`src/core/acs_pkg.sv`:
```
package acs_pkg;

    // ************************************************************
    // Register map (index, byte address is four times the index)
    // ************************************************************
    localparam logic [7:0] ACS_IDX_RESULT = 8'h04;
    localparam logic [7:0] ACS_IDX_CTRL = 8'h06;
    localparam logic [7:0] ACS_IDX_MUX = 8'h07;
    localparam int ACS_IDX_LSB = 2;
    localparam int ACS_IDX_MSB = 9;

    // ************************************************************
    // Field positions
    // ************************************************************
    localparam int ACS_CTRL_EN = 7;
    localparam int ACS_CTRL_START = 6;
    localparam int ACS_CTRL_FREE = 5;
    localparam int ACS_CTRL_FLAG = 4;
    localparam int ACS_CTRL_IE = 3;
    localparam int ACS_CTRL_PS_LSB = 0;
    localparam int ACS_MUX_BG = 6;
    localparam int ACS_MUX_CH_LSB = 0;
    localparam int ACS_PS_W = 3;
    localparam int ACS_CH_W = 3;
    localparam int ACS_RES_W = 10;
    localparam int ACS_PRESC_W = 8;

    // ************************************************************
    // Reset values and bus answers
    // ************************************************************
    localparam logic [7:0] ACS_CTRL_RESET = 8'h00;
    localparam logic [7:0] ACS_MUX_RESET = 8'h00;
    localparam logic [1:0] ACS_RESP_OKAY = 2'h0;
    localparam logic [1:0] ACS_RESP_SLVERR = 2'h2;

    // ************************************************************
    // Types
    // ************************************************************
    typedef enum logic [1:0] {
        ACS_IDLE,
        ACS_DUMMY,
        ACS_CONV,
        ACS_WRITE
    } acs_state_e;

    typedef struct packed {
        logic aw_full;
        logic [31:0] awaddr;
        logic w_full;
        logic [31:0] wdata;
        logic [3:0] wstrb;
        logic bvalid;
        logic [1:0] bresp;
        logic rvalid;
        logic [31:0] rdata;
        logic [1:0] rresp;
    } acs_axil_s;

    localparam acs_axil_s ACS_AXIL_RESET = '0;

    // ************************************************************
    // Functions
    // ************************************************************
    function automatic logic acs_hit(logic [31:0] addr);
        logic [7:0] idx;
        idx = addr[ACS_IDX_MSB:ACS_IDX_LSB];
        return (addr[31:ACS_IDX_MSB+1] == '0) && (addr[ACS_IDX_LSB-1:0] == '0) &&
            (idx == ACS_IDX_RESULT || idx == ACS_IDX_CTRL || idx == ACS_IDX_MUX);
    endfunction : acs_hit

    // Divider is 2 << ps system clocks per converter tick
    function automatic logic [ACS_PRESC_W-1:0] acs_presc_top(logic [ACS_PS_W-1:0] ps);
        logic [ACS_PRESC_W:0] d;
        d = (ACS_PRESC_W+1)'(2) << ps;
        return ACS_PRESC_W'(d - (ACS_PRESC_W+1)'(1));
    endfunction : acs_presc_top

endpackage : acs_pkg

```
`src/core/acs_sequencer.sv`:
```
// The implementer's own choice: the AXI4-Lite interface to the registers.
`timescale 1ns/1ps
// Overview of operation
// - Setting enable powers the converter up; clearing it powers it down.
// - Clearing enable mid-conversion aborts it at once with no result.
// - In free running mode one start write begins endless conversions.
// - First start after enabling, or start with enable, adds a dummy conversion.
// - Start bit reads one throughout a conversion.
// - Start bit clears on completion, one cycle before the result lands.
// - Start written while busy queues the next conversion right after.
// - With a dummy first, start stays one until the real one completes.
// - Writing zero to start changes nothing.
// - Three-bit channel field picks one of eight analog inputs.
// - Bandgap select with brown-out fuse converts the internal reference.
// - A new channel takes effect only after the running conversion.
// - Completion interrupt rises when the result becomes readable.
// - Free running: next conversion starts in the cycle the interrupt rises.
// - Channel change after that interrupt does not affect the started conversion.
module acs_sequencer import acs_pkg::*; (
    // Clock and reset
    input wire logic aclk,
    input wire logic aresetn,
    // AXI4-Lite write channels
    input wire logic [31:0] s_axi_awaddr,
    input wire logic s_axi_awvalid,
    output logic s_axi_awready,
    input wire logic [31:0] s_axi_wdata,
    input wire logic [3:0] s_axi_wstrb,
    input wire logic s_axi_wvalid,
    output logic s_axi_wready,
    output logic [1:0] s_axi_bresp,
    output logic s_axi_bvalid,
    input wire logic s_axi_bready,
    // AXI4-Lite read channels
    input wire logic [31:0] s_axi_araddr,
    input wire logic s_axi_arvalid,
    output logic s_axi_arready,
    output logic [31:0] s_axi_rdata,
    output logic [1:0] s_axi_rresp,
    output logic s_axi_rvalid,
    input wire logic s_axi_rready,
    // Fuse strap
    input wire logic brownout_detector_fuse,
    // Analog converter core
    output logic conv_power,
    output logic conv_start,
    output logic [ACS_CH_W-1:0] conv_channel,
    output logic conv_bandgap,
    output logic conv_tick,
    input wire logic conv_done,
    input wire logic [ACS_RES_W-1:0] conv_result,
    // Completion request
    output logic conv_done_irq
);

    // ************************************************************
    // State
    // ************************************************************
    typedef struct packed {
        logic converter_enable;
        logic conversion_start;
        logic continuous_mode;
        logic conversion_done_flag;
        logic conversion_done_irq_en;
        logic [ACS_PS_W-1:0] divider;
        logic bandgap_select;
        logic [ACS_CH_W-1:0] channel_select_field;
        logic need_init;
        logic pending;
        acs_state_e state;
        logic [ACS_CH_W-1:0] act_chan;
        logic act_bg;
        logic [ACS_RES_W-1:0] hold;
        logic [ACS_RES_W-1:0] result;
        logic [ACS_PRESC_W-1:0] presc;
        logic tick;
        logic cstart;
    } acs_core_s;

    localparam acs_core_s ACS_CORE_RESET = '0;

    acs_core_s r;
    acs_core_s n;

    logic wr_stb;
    logic [7:0] wr_idx;
    logic [7:0] wr_data;
    logic rd_stb;
    logic [7:0] rd_idx;
    logic [31:0] rd_data;
    logic start_wr;

    // ************************************************************
    // Bus slave
    // ************************************************************
    acs_axil_slave u_slave (
        .aclk(aclk),
        .aresetn(aresetn),
        .s_axi_awaddr(s_axi_awaddr),
        .s_axi_awvalid(s_axi_awvalid),
        .s_axi_awready(s_axi_awready),
        .s_axi_wdata(s_axi_wdata),
        .s_axi_wstrb(s_axi_wstrb),
        .s_axi_wvalid(s_axi_wvalid),
        .s_axi_wready(s_axi_wready),
        .s_axi_bresp(s_axi_bresp),
        .s_axi_bvalid(s_axi_bvalid),
        .s_axi_bready(s_axi_bready),
        .s_axi_araddr(s_axi_araddr),
        .s_axi_arvalid(s_axi_arvalid),
        .s_axi_arready(s_axi_arready),
        .s_axi_rdata(s_axi_rdata),
        .s_axi_rresp(s_axi_rresp),
        .s_axi_rvalid(s_axi_rvalid),
        .s_axi_rready(s_axi_rready),
        .wr_stb(wr_stb),
        .wr_idx(wr_idx),
        .wr_data(wr_data),
        .rd_stb(rd_stb),
        .rd_idx(rd_idx),
        .rd_data(rd_data)
    );

    // ************************************************************
    // Conversion launch
    // ************************************************************
    // Channel and reference are frozen here, so later writes wait
    function automatic acs_core_s acs_launch(acs_core_s s, logic dummy, logic fuse);
        acs_core_s t;
        t = s;
        t.state = dummy ? ACS_DUMMY : ACS_CONV;
        t.need_init = 1'b0;
        t.conversion_start = 1'b1;
        t.cstart = 1'b1;
        t.act_chan = s.channel_select_field;
        t.act_bg = s.bandgap_select && fuse;
        return t;
    endfunction : acs_launch

    // ************************************************************
    // Next state
    // ************************************************************
    always_comb begin
        n = r;
        n.cstart = 1'b0;
        n.tick = 1'b0;
        start_wr = 1'b0;

        // Prescaler runs only while powered
        if (r.converter_enable) begin
            if (r.presc >= acs_presc_top(r.divider)) begin
                n.presc = '0;
                n.tick = 1'b1;
            end else begin
                n.presc = r.presc + ACS_PRESC_W'(1);
            end
        end else begin
            n.presc = '0;
        end

        // Register writes
        if (wr_stb && wr_idx == ACS_IDX_CTRL) begin
            n.converter_enable = wr_data[ACS_CTRL_EN];
            n.continuous_mode = wr_data[ACS_CTRL_FREE];
            n.conversion_done_irq_en = wr_data[ACS_CTRL_IE];
            n.divider = wr_data[ACS_CTRL_PS_LSB +: ACS_PS_W];
            if (wr_data[ACS_CTRL_FLAG]) begin
                n.conversion_done_flag = 1'b0;
            end
            if (!r.converter_enable && wr_data[ACS_CTRL_EN]) begin
                n.need_init = 1'b1;
            end
            // A zero in the start bit is simply not a request
            start_wr = wr_data[ACS_CTRL_START];
        end
        if (wr_stb && wr_idx == ACS_IDX_MUX) begin
            n.bandgap_select = wr_data[ACS_MUX_BG];
            n.channel_select_field = wr_data[ACS_MUX_CH_LSB +: ACS_CH_W];
        end

        // Sequencer
        unique case (r.state)
            ACS_IDLE: begin
                if (start_wr && n.converter_enable) begin
                    n = acs_launch(n, n.need_init, brownout_detector_fuse);
                end
            end
            ACS_DUMMY: begin
                if (start_wr) begin
                    n.pending = 1'b1;
                end
                // Dummy result is thrown away; the real one follows at once
                if (conv_done) begin
                    n = acs_launch(n, 1'b0, brownout_detector_fuse);
                end
            end
            ACS_CONV: begin
                if (start_wr) begin
                    n.pending = 1'b1;
                end
                if (conv_done) begin
                    n.conversion_start = 1'b0;
                    n.hold = conv_result;
                    n.state = ACS_WRITE;
                end
            end
            ACS_WRITE: begin
                n.result = r.hold;
                n.conversion_done_flag = 1'b1;
                if (n.continuous_mode || r.pending || start_wr) begin
                    n = acs_launch(n, 1'b0, brownout_detector_fuse);
                    n.pending = 1'b0;
                end else begin
                    n.state = ACS_IDLE;
                end
            end
        endcase

        // Power-down drops any conversion in flight and its result
        if (!n.converter_enable) begin
            n.state = ACS_IDLE;
            n.conversion_start = 1'b0;
            n.pending = 1'b0;
            n.cstart = 1'b0;
            n.tick = 1'b0;
            n.need_init = 1'b0;
        end
    end

    // ************************************************************
    // Registers
    // ************************************************************
    always_ff @(posedge aclk) begin
        if (!aresetn) begin
            r <= ACS_CORE_RESET;
        end else begin
            r <= n;
        end
    end

    // ************************************************************
    // Read data
    // ************************************************************
    always_comb begin
        rd_data = '0;
        if (rd_stb) begin
            unique case (rd_idx)
                ACS_IDX_CTRL: begin
                    rd_data[ACS_CTRL_EN] = r.converter_enable;
                    rd_data[ACS_CTRL_START] = r.conversion_start;
                    rd_data[ACS_CTRL_FREE] = r.continuous_mode;
                    rd_data[ACS_CTRL_FLAG] = r.conversion_done_flag;
                    rd_data[ACS_CTRL_IE] = r.conversion_done_irq_en;
                    rd_data[ACS_CTRL_PS_LSB +: ACS_PS_W] = r.divider;
                end
                ACS_IDX_MUX: begin
                    rd_data[ACS_MUX_BG] = r.bandgap_select;
                    rd_data[ACS_MUX_CH_LSB +: ACS_CH_W] = r.channel_select_field;
                end
                ACS_IDX_RESULT: begin
                    rd_data[ACS_RES_W-1:0] = r.result;
                end
                default: begin
                    rd_data = '0;
                end
            endcase
        end
    end

    // ************************************************************
    // Outputs
    // ************************************************************
    assign conv_power = r.converter_enable;
    assign conv_start = r.cstart;
    assign conv_channel = r.act_chan;
    assign conv_bandgap = r.act_bg;
    assign conv_tick = r.tick;
    assign conv_done_irq = r.conversion_done_flag && r.conversion_done_irq_en;

endmodule : acs_sequencer

```
`src/core/acs_axil_slave.sv`:
```
`timescale 1ns/1ps
module acs_axil_slave import acs_pkg::*; (
    // Clock and reset
    input wire logic aclk,
    input wire logic aresetn,
    // Write address and data
    input wire logic [31:0] s_axi_awaddr,
    input wire logic s_axi_awvalid,
    output logic s_axi_awready,
    input wire logic [31:0] s_axi_wdata,
    input wire logic [3:0] s_axi_wstrb,
    input wire logic s_axi_wvalid,
    output logic s_axi_wready,
    // Write response
    output logic [1:0] s_axi_bresp,
    output logic s_axi_bvalid,
    input wire logic s_axi_bready,
    // Read address and data
    input wire logic [31:0] s_axi_araddr,
    input wire logic s_axi_arvalid,
    output logic s_axi_arready,
    output logic [31:0] s_axi_rdata,
    output logic [1:0] s_axi_rresp,
    output logic s_axi_rvalid,
    input wire logic s_axi_rready,
    // Register side
    output logic wr_stb,
    output logic [7:0] wr_idx,
    output logic [7:0] wr_data,
    output logic rd_stb,
    output logic [7:0] rd_idx,
    input wire logic [31:0] rd_data
);

    acs_axil_s r;
    acs_axil_s n;

    assign s_axi_awready = !r.aw_full && !r.bvalid;
    assign s_axi_wready = !r.w_full && !r.bvalid;
    assign s_axi_arready = !r.rvalid;
    assign s_axi_bvalid = r.bvalid;
    assign s_axi_bresp = r.bresp;
    assign s_axi_rvalid = r.rvalid;
    assign s_axi_rdata = r.rdata;
    assign s_axi_rresp = r.rresp;
    assign wr_idx = r.awaddr[ACS_IDX_MSB:ACS_IDX_LSB];
    assign wr_data = r.wdata[7:0];
    assign rd_idx = s_axi_araddr[ACS_IDX_MSB:ACS_IDX_LSB];

    always_comb begin
        n = r;
        wr_stb = 1'b0;
        rd_stb = 1'b0;
        if (s_axi_awvalid && s_axi_awready) begin
            n.aw_full = 1'b1;
            n.awaddr = s_axi_awaddr;
        end
        if (s_axi_wvalid && s_axi_wready) begin
            n.w_full = 1'b1;
            n.wdata = s_axi_wdata;
            n.wstrb = s_axi_wstrb;
        end
        // Writable registers live in lane 0 only; other lanes are ignored
        if (r.aw_full && r.w_full) begin
            wr_stb = acs_hit(r.awaddr) && r.wstrb[0];
            n.aw_full = 1'b0;
            n.w_full = 1'b0;
            n.bvalid = 1'b1;
            n.bresp = acs_hit(r.awaddr) ? ACS_RESP_OKAY : ACS_RESP_SLVERR;
        end
        if (r.bvalid && s_axi_bready) begin
            n.bvalid = 1'b0;
        end
        if (s_axi_arvalid && s_axi_arready) begin
            rd_stb = acs_hit(s_axi_araddr);
            n.rvalid = 1'b1;
            n.rdata = acs_hit(s_axi_araddr) ? rd_data : '0;
            n.rresp = acs_hit(s_axi_araddr) ? ACS_RESP_OKAY : ACS_RESP_SLVERR;
        end
        if (r.rvalid && s_axi_rready) begin
            n.rvalid = 1'b0;
        end
    end

    always_ff @(posedge aclk) begin
        if (!aresetn) begin
            r <= ACS_AXIL_RESET;
        end else begin
            r <= n;
        end
    end

endmodule : acs_axil_slave

```
`config.mk`:
```
export PLATFORM = sky130hd
export DESIGN_NAME = acs_sequencer
export DESIGN_NICKNAME = d
export VERILOG_FILES = /design/src/core/acs_pkg.sv /design/src/core/acs_sequencer.sv /design/src/core/acs_axil_slave.sv
export SDC_FILE = /design/constraint.sdc
export NUM_CORES = 1
export LEC_CHECK = 0
export BUFFER_PORTS_ARGS = -buffer_cell sky130_fd_sc_hd__buf_4
export CORE_MARGIN = 10
export CORE_UTILIZATION = 50
export CTS_BUF_LIST = sky130_fd_sc_hd__clkbuf_2 sky130_fd_sc_hd__clkbuf_4 sky130_fd_sc_hd__clkbuf_8
export CTS_CLUSTER_DIAMETER = 120
export DETAILED_ROUTE_END_ITERATION = 7
export GPL_TIMING_DRIVEN = 0
export PLACE_DENSITY = 0.78
export SYNTH_ARGS = -nofsm -noshare
export SYNTH_HDL_FRONTEND = slang
export SYNTH_SLANG_ARGS = --single-unit
export TNS_END_PERCENT = 50
```
`constraint.sdc`:
```
create_clock -name aclk -period 5.15 [get_ports aclk]
set_input_delay 0.515 -clock aclk [delete_from_list [all_inputs] [get_ports aclk]]
set_output_delay 0.515 -clock aclk [all_outputs]
set_load 0.1 [all_outputs]
```
[Yosys cells after proc, flatten, opt, wreduce, memory -nomap -nowiden]
Index checks and enable logic that the tools add are counted.
Widths: inputs -> output; s select.
Word-level totals
  flip-flop bits (word level): 131
Cells by class
  add/sub/neg operators: 2
  order comparisons: 1
  equal/unequal tests: 13
  shift operators: 1
  mux-type cells: 38
  bitwise operators: 4
  reduce and logical (&&, ||, !) cells: 46
Operators by type and width (number)
  $mux 49: 2
  $pmux 20 s3: 1
  $eq 8x3->1 const B: 6
  $logic_not 22->1: 2
  $pmux 10 s4: 1
  $mux 34: 1
  $pmux 11 s3: 1
  $mux 10: 3
  $logic_and 1x1->1: 19
  $mux 8: 2
  $mux 13: 1
  $mux 2: 6
  $pmux 3 s4: 1
  $pmux 4 s3: 1
  $reduce_and 4->1: 3
  $mux 1: 11
  $pmux 3 s3: 1
  $add 8x1->8 const B: 1
  $ge 8x8->1: 1
  $ne 2x2->1 const B: 4
  $shl 2x3->8 const A: 1
  $sub 8x1->8 const B: 1
  $logic_not 2->1: 3
  $logic_or 1x1->1: 6
  other kinds (14): 26

[Longest topological paths before layout]
  depth after elaboration: 12
  mapped depth: 15
  depth with buffers taken out: 12

[Hierarchy]
Synthesis repeated with hierarchy kept, for this count alone.
Second synthesis, totals
  cells, all modules: 637
  area total of the unflattened synthesis: 5758.0 um2
Modules (own cells, without submodules)
  acs_axil_slave: times used 1, cells an instance 364, area an instance 3273.1 um2
  acs_sequencer: times used 1, cells an instance 273, area an instance 2484.9 um2

[Worst setup path before layout]
No wires, ideal clock.
  path kind: reg-to-reg
  from: reg u_slave.r, in the netlist u_slave.s_axi_bvalid
  to: reg u_slave.r[100] in the netlist's numbering
  setup time: 0.076 ns
  data arrival time: 3.023 ns
  path slack: 2.051 ns
  cell stages (with the launch flop): 7
  period minus slack after synthesis: 3.099 ns
  path through: dfxtp_1 -> nor2_1 -> and2_1 -> clkbuf_1 -> clkbuf_1 -> nand2_1 -> a21boi_0
On the way
  longest elaborated chain between the ends: 3
RTL lines
  from (decl): RTL line acs_axil_slave.sv:35  | acs_axil_s r;
  from (signal assigned): RTL line acs_axil_slave.sv:89  | r <= n;
  $logic_not 1->1: RTL line acs_axil_slave.sv:38  | assign s_axi_awready = !r.aw_full && !r.bvalid;
  $logic_and 1x1->1: RTL line acs_axil_slave.sv:38
  named net s_axi_awready: RTL line acs_sequencer.sv:26  | output logic s_axi_awready,
  $logic_and 1x1->1: RTL line acs_axil_slave.sv:54  | if (s_axi_awvalid && s_axi_awready) begin
The timed path passes the listed nets, and every way through them passes these cells.
A chain may end at the register's enable or synchronous reset.

[Final worst setup path]
  from: reg r[44] in the netlist's numbering
  to: reg r, in the netlist conv_tick
On the way
  longest elaborated chain between the ends: 7
  elaborated cells on any way between the ends: 9
RTL lines
  from (decl): RTL line acs_sequencer.sv:82  | acs_core_s r;
  from (signal assigned): RTL line acs_sequencer.sv:237  | r <= n;
  $shl 2x3->8 (*): RTL line acs_pkg.sv:74  | d = (ACS_PRESC_W+1)'(2) << ps;
  $sub 8x1->8 (*): RTL line acs_pkg.sv:75  | return ACS_PRESC_W'(d - (ACS_PRESC_W+1)'(1));
  $ge 8x8->1 (*): RTL line acs_sequencer.sv:151  | if (r.presc >= acs_presc_top(r.divider)) begin
  $mux 1 (*): RTL line acs_sequencer.sv:151
  $mux 1 (*): RTL line acs_sequencer.sv:150  | if (r.converter_enable) begin
  $mux 34, or another cell as far along: RTL line acs_sequencer.sv:210  | if (n.continuous_mode || r.pending || start_wr) begin
  $pmux 20 s3 (*): RTL line acs_sequencer.sv:182  | unique case (r.state)
Every way passes the cells marked *; elsewhere a longest branch is shown, timed or not. The select of a mux whose other input is x is not followed.

==> summary.md <==
| Metric | Value |
|---|---|
| Status | finished clean |
| First-pass GRT wire length | 20690 um |
| Initial core utilization | 0.5136 |
| Post-CTS setup buffer count | 0 |
| Cell Chain, Critical Path | clkbuf_1 > or3_1 > ha_1 > clkbuf_1 > nor3_1 > a21oi_1 > o21a_1 > ha_1 > o21a_1 > o21ai_0 > o21bai_1 > a21o_1 > clkbuf_1 > and3_1 |
| Mapped Cells | 579 |
| CP bufs+invs | 3 |
| R2r setup slk | 2.10 ns |
| GR Overflow Total | 0 |
| Clock Path Buffers | 2 |
| Clock power frac | 0.286 |
| Net Switching | 0.0005000 W |
| Die Ht | 120.4 um |
| YS warnings | 0 |
| Worst Min Path Start | s_axi_arvalid |
| Maximum operating frequency | 328.4 MHz |
| Post-synthesis sequential area ratio | 0.4247 |
| Most instantiated library cell after synthesis | nand2_1 |
| Routed length per placed instance | 14.55 um |
| Startpoint Class | flip-flop |
| Internal | 0.001134 W |
| Post-route ant nets | 0 |
| H-tree lvl count | 3 |
| Hpwl dp | 10180 um |
| PostCTS Resize Cnt | 0 |
| Largest net degree at the start of global routing | 19 |
| Sw Ratio | 0.3061 |
| Max-slew violations | 0 |
| Non-Filler Instances | 866 |
| Crit. End Element | flip-flop |
| Register Area | 2142 sq um |
| CP max stage delay | 0.43 ns |
| Post-synth top cells | nand2_1, dfxtp_1, a21boi_0 |
| Area growth syn-to-layout | 25.58% |
| LEAKAGE | 2.616 nW |
| CP top delay family | simple AND/OR/NAND/NOR gates |
| Num CTS Buffers | 9 |
| Worst hold path type | input pin to flip-flop |
| Multi-input gate area | 2536 sq um |
| Routed wire length | 12600 um |
| Worst Tran Pin Value | 0.6868 ns |
| Io pins | 168 |
| Tcrit/Tclk final | 0.5913 |
| Synth area leaders | dfxtp_1, nand2_1, a21boi_0, buf_4, mux2i_1 |
| Initial antenna violation count | 0 |
| Most common cell on crit path | clkbuf_1 |
| Flops & latches, synth | 107 |
| Fin nets | 856 |
| Placed Area | 6160 sq um |
| Crit path from | r[44] |
| Share of layout cells above drive strength 1 | 0.2578 |
| DRT iter0 DRCs | 164 |
| Reg2reg path depth | 14 |
| Rel. slew slack | 0.5379 |
| GPL Wtd Cong | 0.8382 |
| Die ar. | 14500 sq um |
| Crit-path max FO | 9 |
| Worst r2r src | r[44] |
| Syn_area_per_cell | 8.711 sq um |
| Yosys cell types | 49 |
| DRC viols | 0 |
| Critical Path AT | 3.30 ns |
| Flop pwr share | 0.534 |
| VDD IR max | 0.0001599 V |
| Final Hold Fails | 0 |
| Die X | 120.4 um |
| Critical path type | flip-flop to flip-flop |
| Post-synth EDFFs | 0 |
| Vias | 4283 |
| Slowest cell on crit path | or3_1 |
| Initial DRT Pass Iterations | 4 |
| FF-to-FF End | conv_tick |
| Clock root cell | clkbuf_8 |
| Post-synth top area cell | dfxtp_1 |
| PwrDens | 257.9 nW/um^2 |
| Gr usage total | 0.1699 |
| Max-cap violation count | 0 |
| Final setup violation count | 0 |
| Async SR Flop Fraction | 0 |
| Top FF cell, synth | dfxtp_1 |
| Hold Path Depth | 2 |
| Hold EP | u_slave.s_axi_rvalid |
| CTS tree | built |
| Placed cell count | 850 |
| Clock Skews | 0.01261 ns |
| Final instance area | 6334 sq um |
| Row cnt | 36 |
| Yosys top cell area share | 0.4247 |
| Minimum clock period | 3.045 ns |
| Worst EP required | 5.40 ns |
| RSZ-0062 raised after global routing | no |
| Fillers | 885 |
| CTS Hold Bufs | 0 |
| Core Area | 9819 sq um |
| Antenna diodes | 0 |
| Vias in the first global route | 4423 |
| Total negative slack | 0 ns |
| Comb power frac | 0.180 |
| Skew-Pair Late Insertion Delay | 0.36 ns |
| Mapped Area | 5044 sq um |
| Clock Sinks | 107 |
| PortBufs | 115 |
| Power Total | 0.001634 W |
| Drt via density | 4.946 |
| Clock slew at reported path FFs | 0.10 ns |
## through the flow
stage | util | setup WS (ns) | hold WS, ns
after floorplan | - | 2.051 | 0.4382
after global placement | 0.6273 | 2.271 | 0.4493
after detailed placement | 0.6273 | 2.103 | 0.4545
after CTS | 0.6450 | 2.085 | 0.3896
after global routing | 0.6450 | 1.747 | 0.3833
final | 0.6450 | 2.105 | 0.3977
## cell families (layout without fill, tap and decap cells)
family | after synthesis | in the layout | share of synthesized area
mux | 24 | 24 | 0.04887
compound gates | 104 | 104 | 0.1553
xor+xnor | 8 | 8 | 0.01389
simple gates | 249 | 249 | 0.2446
buf+inv | 77 | 208 | 0.08956
flops | 107 | 107 | 0.4247
other cells | 1 | 24 | 0.0007435
fa+ha+maj | 9 | 9 | 0.02233
## worst max path at each step
stage                                end  cells after the start
final                          conv_tick                     14
after global routing           conv_tick                     13
after CTS                      conv_tick                     14
after detailed placement       conv_tick                     14
after global placement         conv_tick                     14
after floorplan           u_slave.r[100]                      6
## routing by layer
| layer | routed length [um] | up-vias | track usage |
|---|---|---|---|
| met3 | 581 | 17 | 0.03676 |
| met4 | 162 | 0 | 0.04977 |
| met5 | 0 | - | 0 |
| met1 | 5488 | 1980 | 0.2038 |
| li1 | - | 2188 | - |
| met2 | 6364 | 98 | 0.2975 |
## cell usage in the layout (no fill, tap or decap), types with 3 or more instances in the layout
cell and instances:
inv_1 9, nor2b_1 18, a21boi_0 63, nor2_1 17, and2_1 11, clkbuf_8 9, mux2i_1 19, nand2_1 144
dfxtp_1 107, o21ai_0 7, or2_0 3, a22oi_1 6, a21oi_1 10, xor2_1 7, o21a_1 3, mux2_2 5
ha_1 9, nor4_4 5, a21o_1 3, and3_1 3, nor4_1 13, clkinvlp_4 3, nor3_1 13, nand2b_1 4
buf_4 155, conb_1 24, nand3_1 8, clkbuf_1 26
## power groups by stage
stage               clock [W]  sequential, W  combinational (W)
finish               0.000467       0.000872           0.000295
global route         0.000506       0.000875           0.000314
CTS                  0.000471       0.000871           0.000295
detailed placement          0       0.000891           0.000294
global placement            0       0.000889           0.000289
floorplan                   0       0.000893           0.000202
## flip-flops by register name (all words and copies together), names as in the netlist
register and count:
conv_bandgap 1, conv_channel 3, conv_power 1, conv_start 1, conv_tick 1, r 43
u_slave.r 27, u_slave.s_axi_bresp 1, u_slave.s_axi_bvalid 1, u_slave.s_axi_rdata 10, u_slave.s_axi_rresp 1, u_slave.s_axi_rvalid 1
u_slave.wr_data 8, u_slave.wr_idx 8
## layout make-up
| cell class | instances | share of cell area |
|---|---|---|
| multi-input cells | 418 | 0.4004 |
| flip-flops and latches | 107 | 0.3382 |
| repair buffers | 115 | 0.1363 |
| inverters | 9 | 0.005334 |
| clock inverters | 7 | 0.007902 |
| well taps | 133 | 0.02627 |
| plain buffers | 68 | 0.06598 |
| clock buffers | 9 | 0.01956 |
Power figures use the tool's default switching activity.
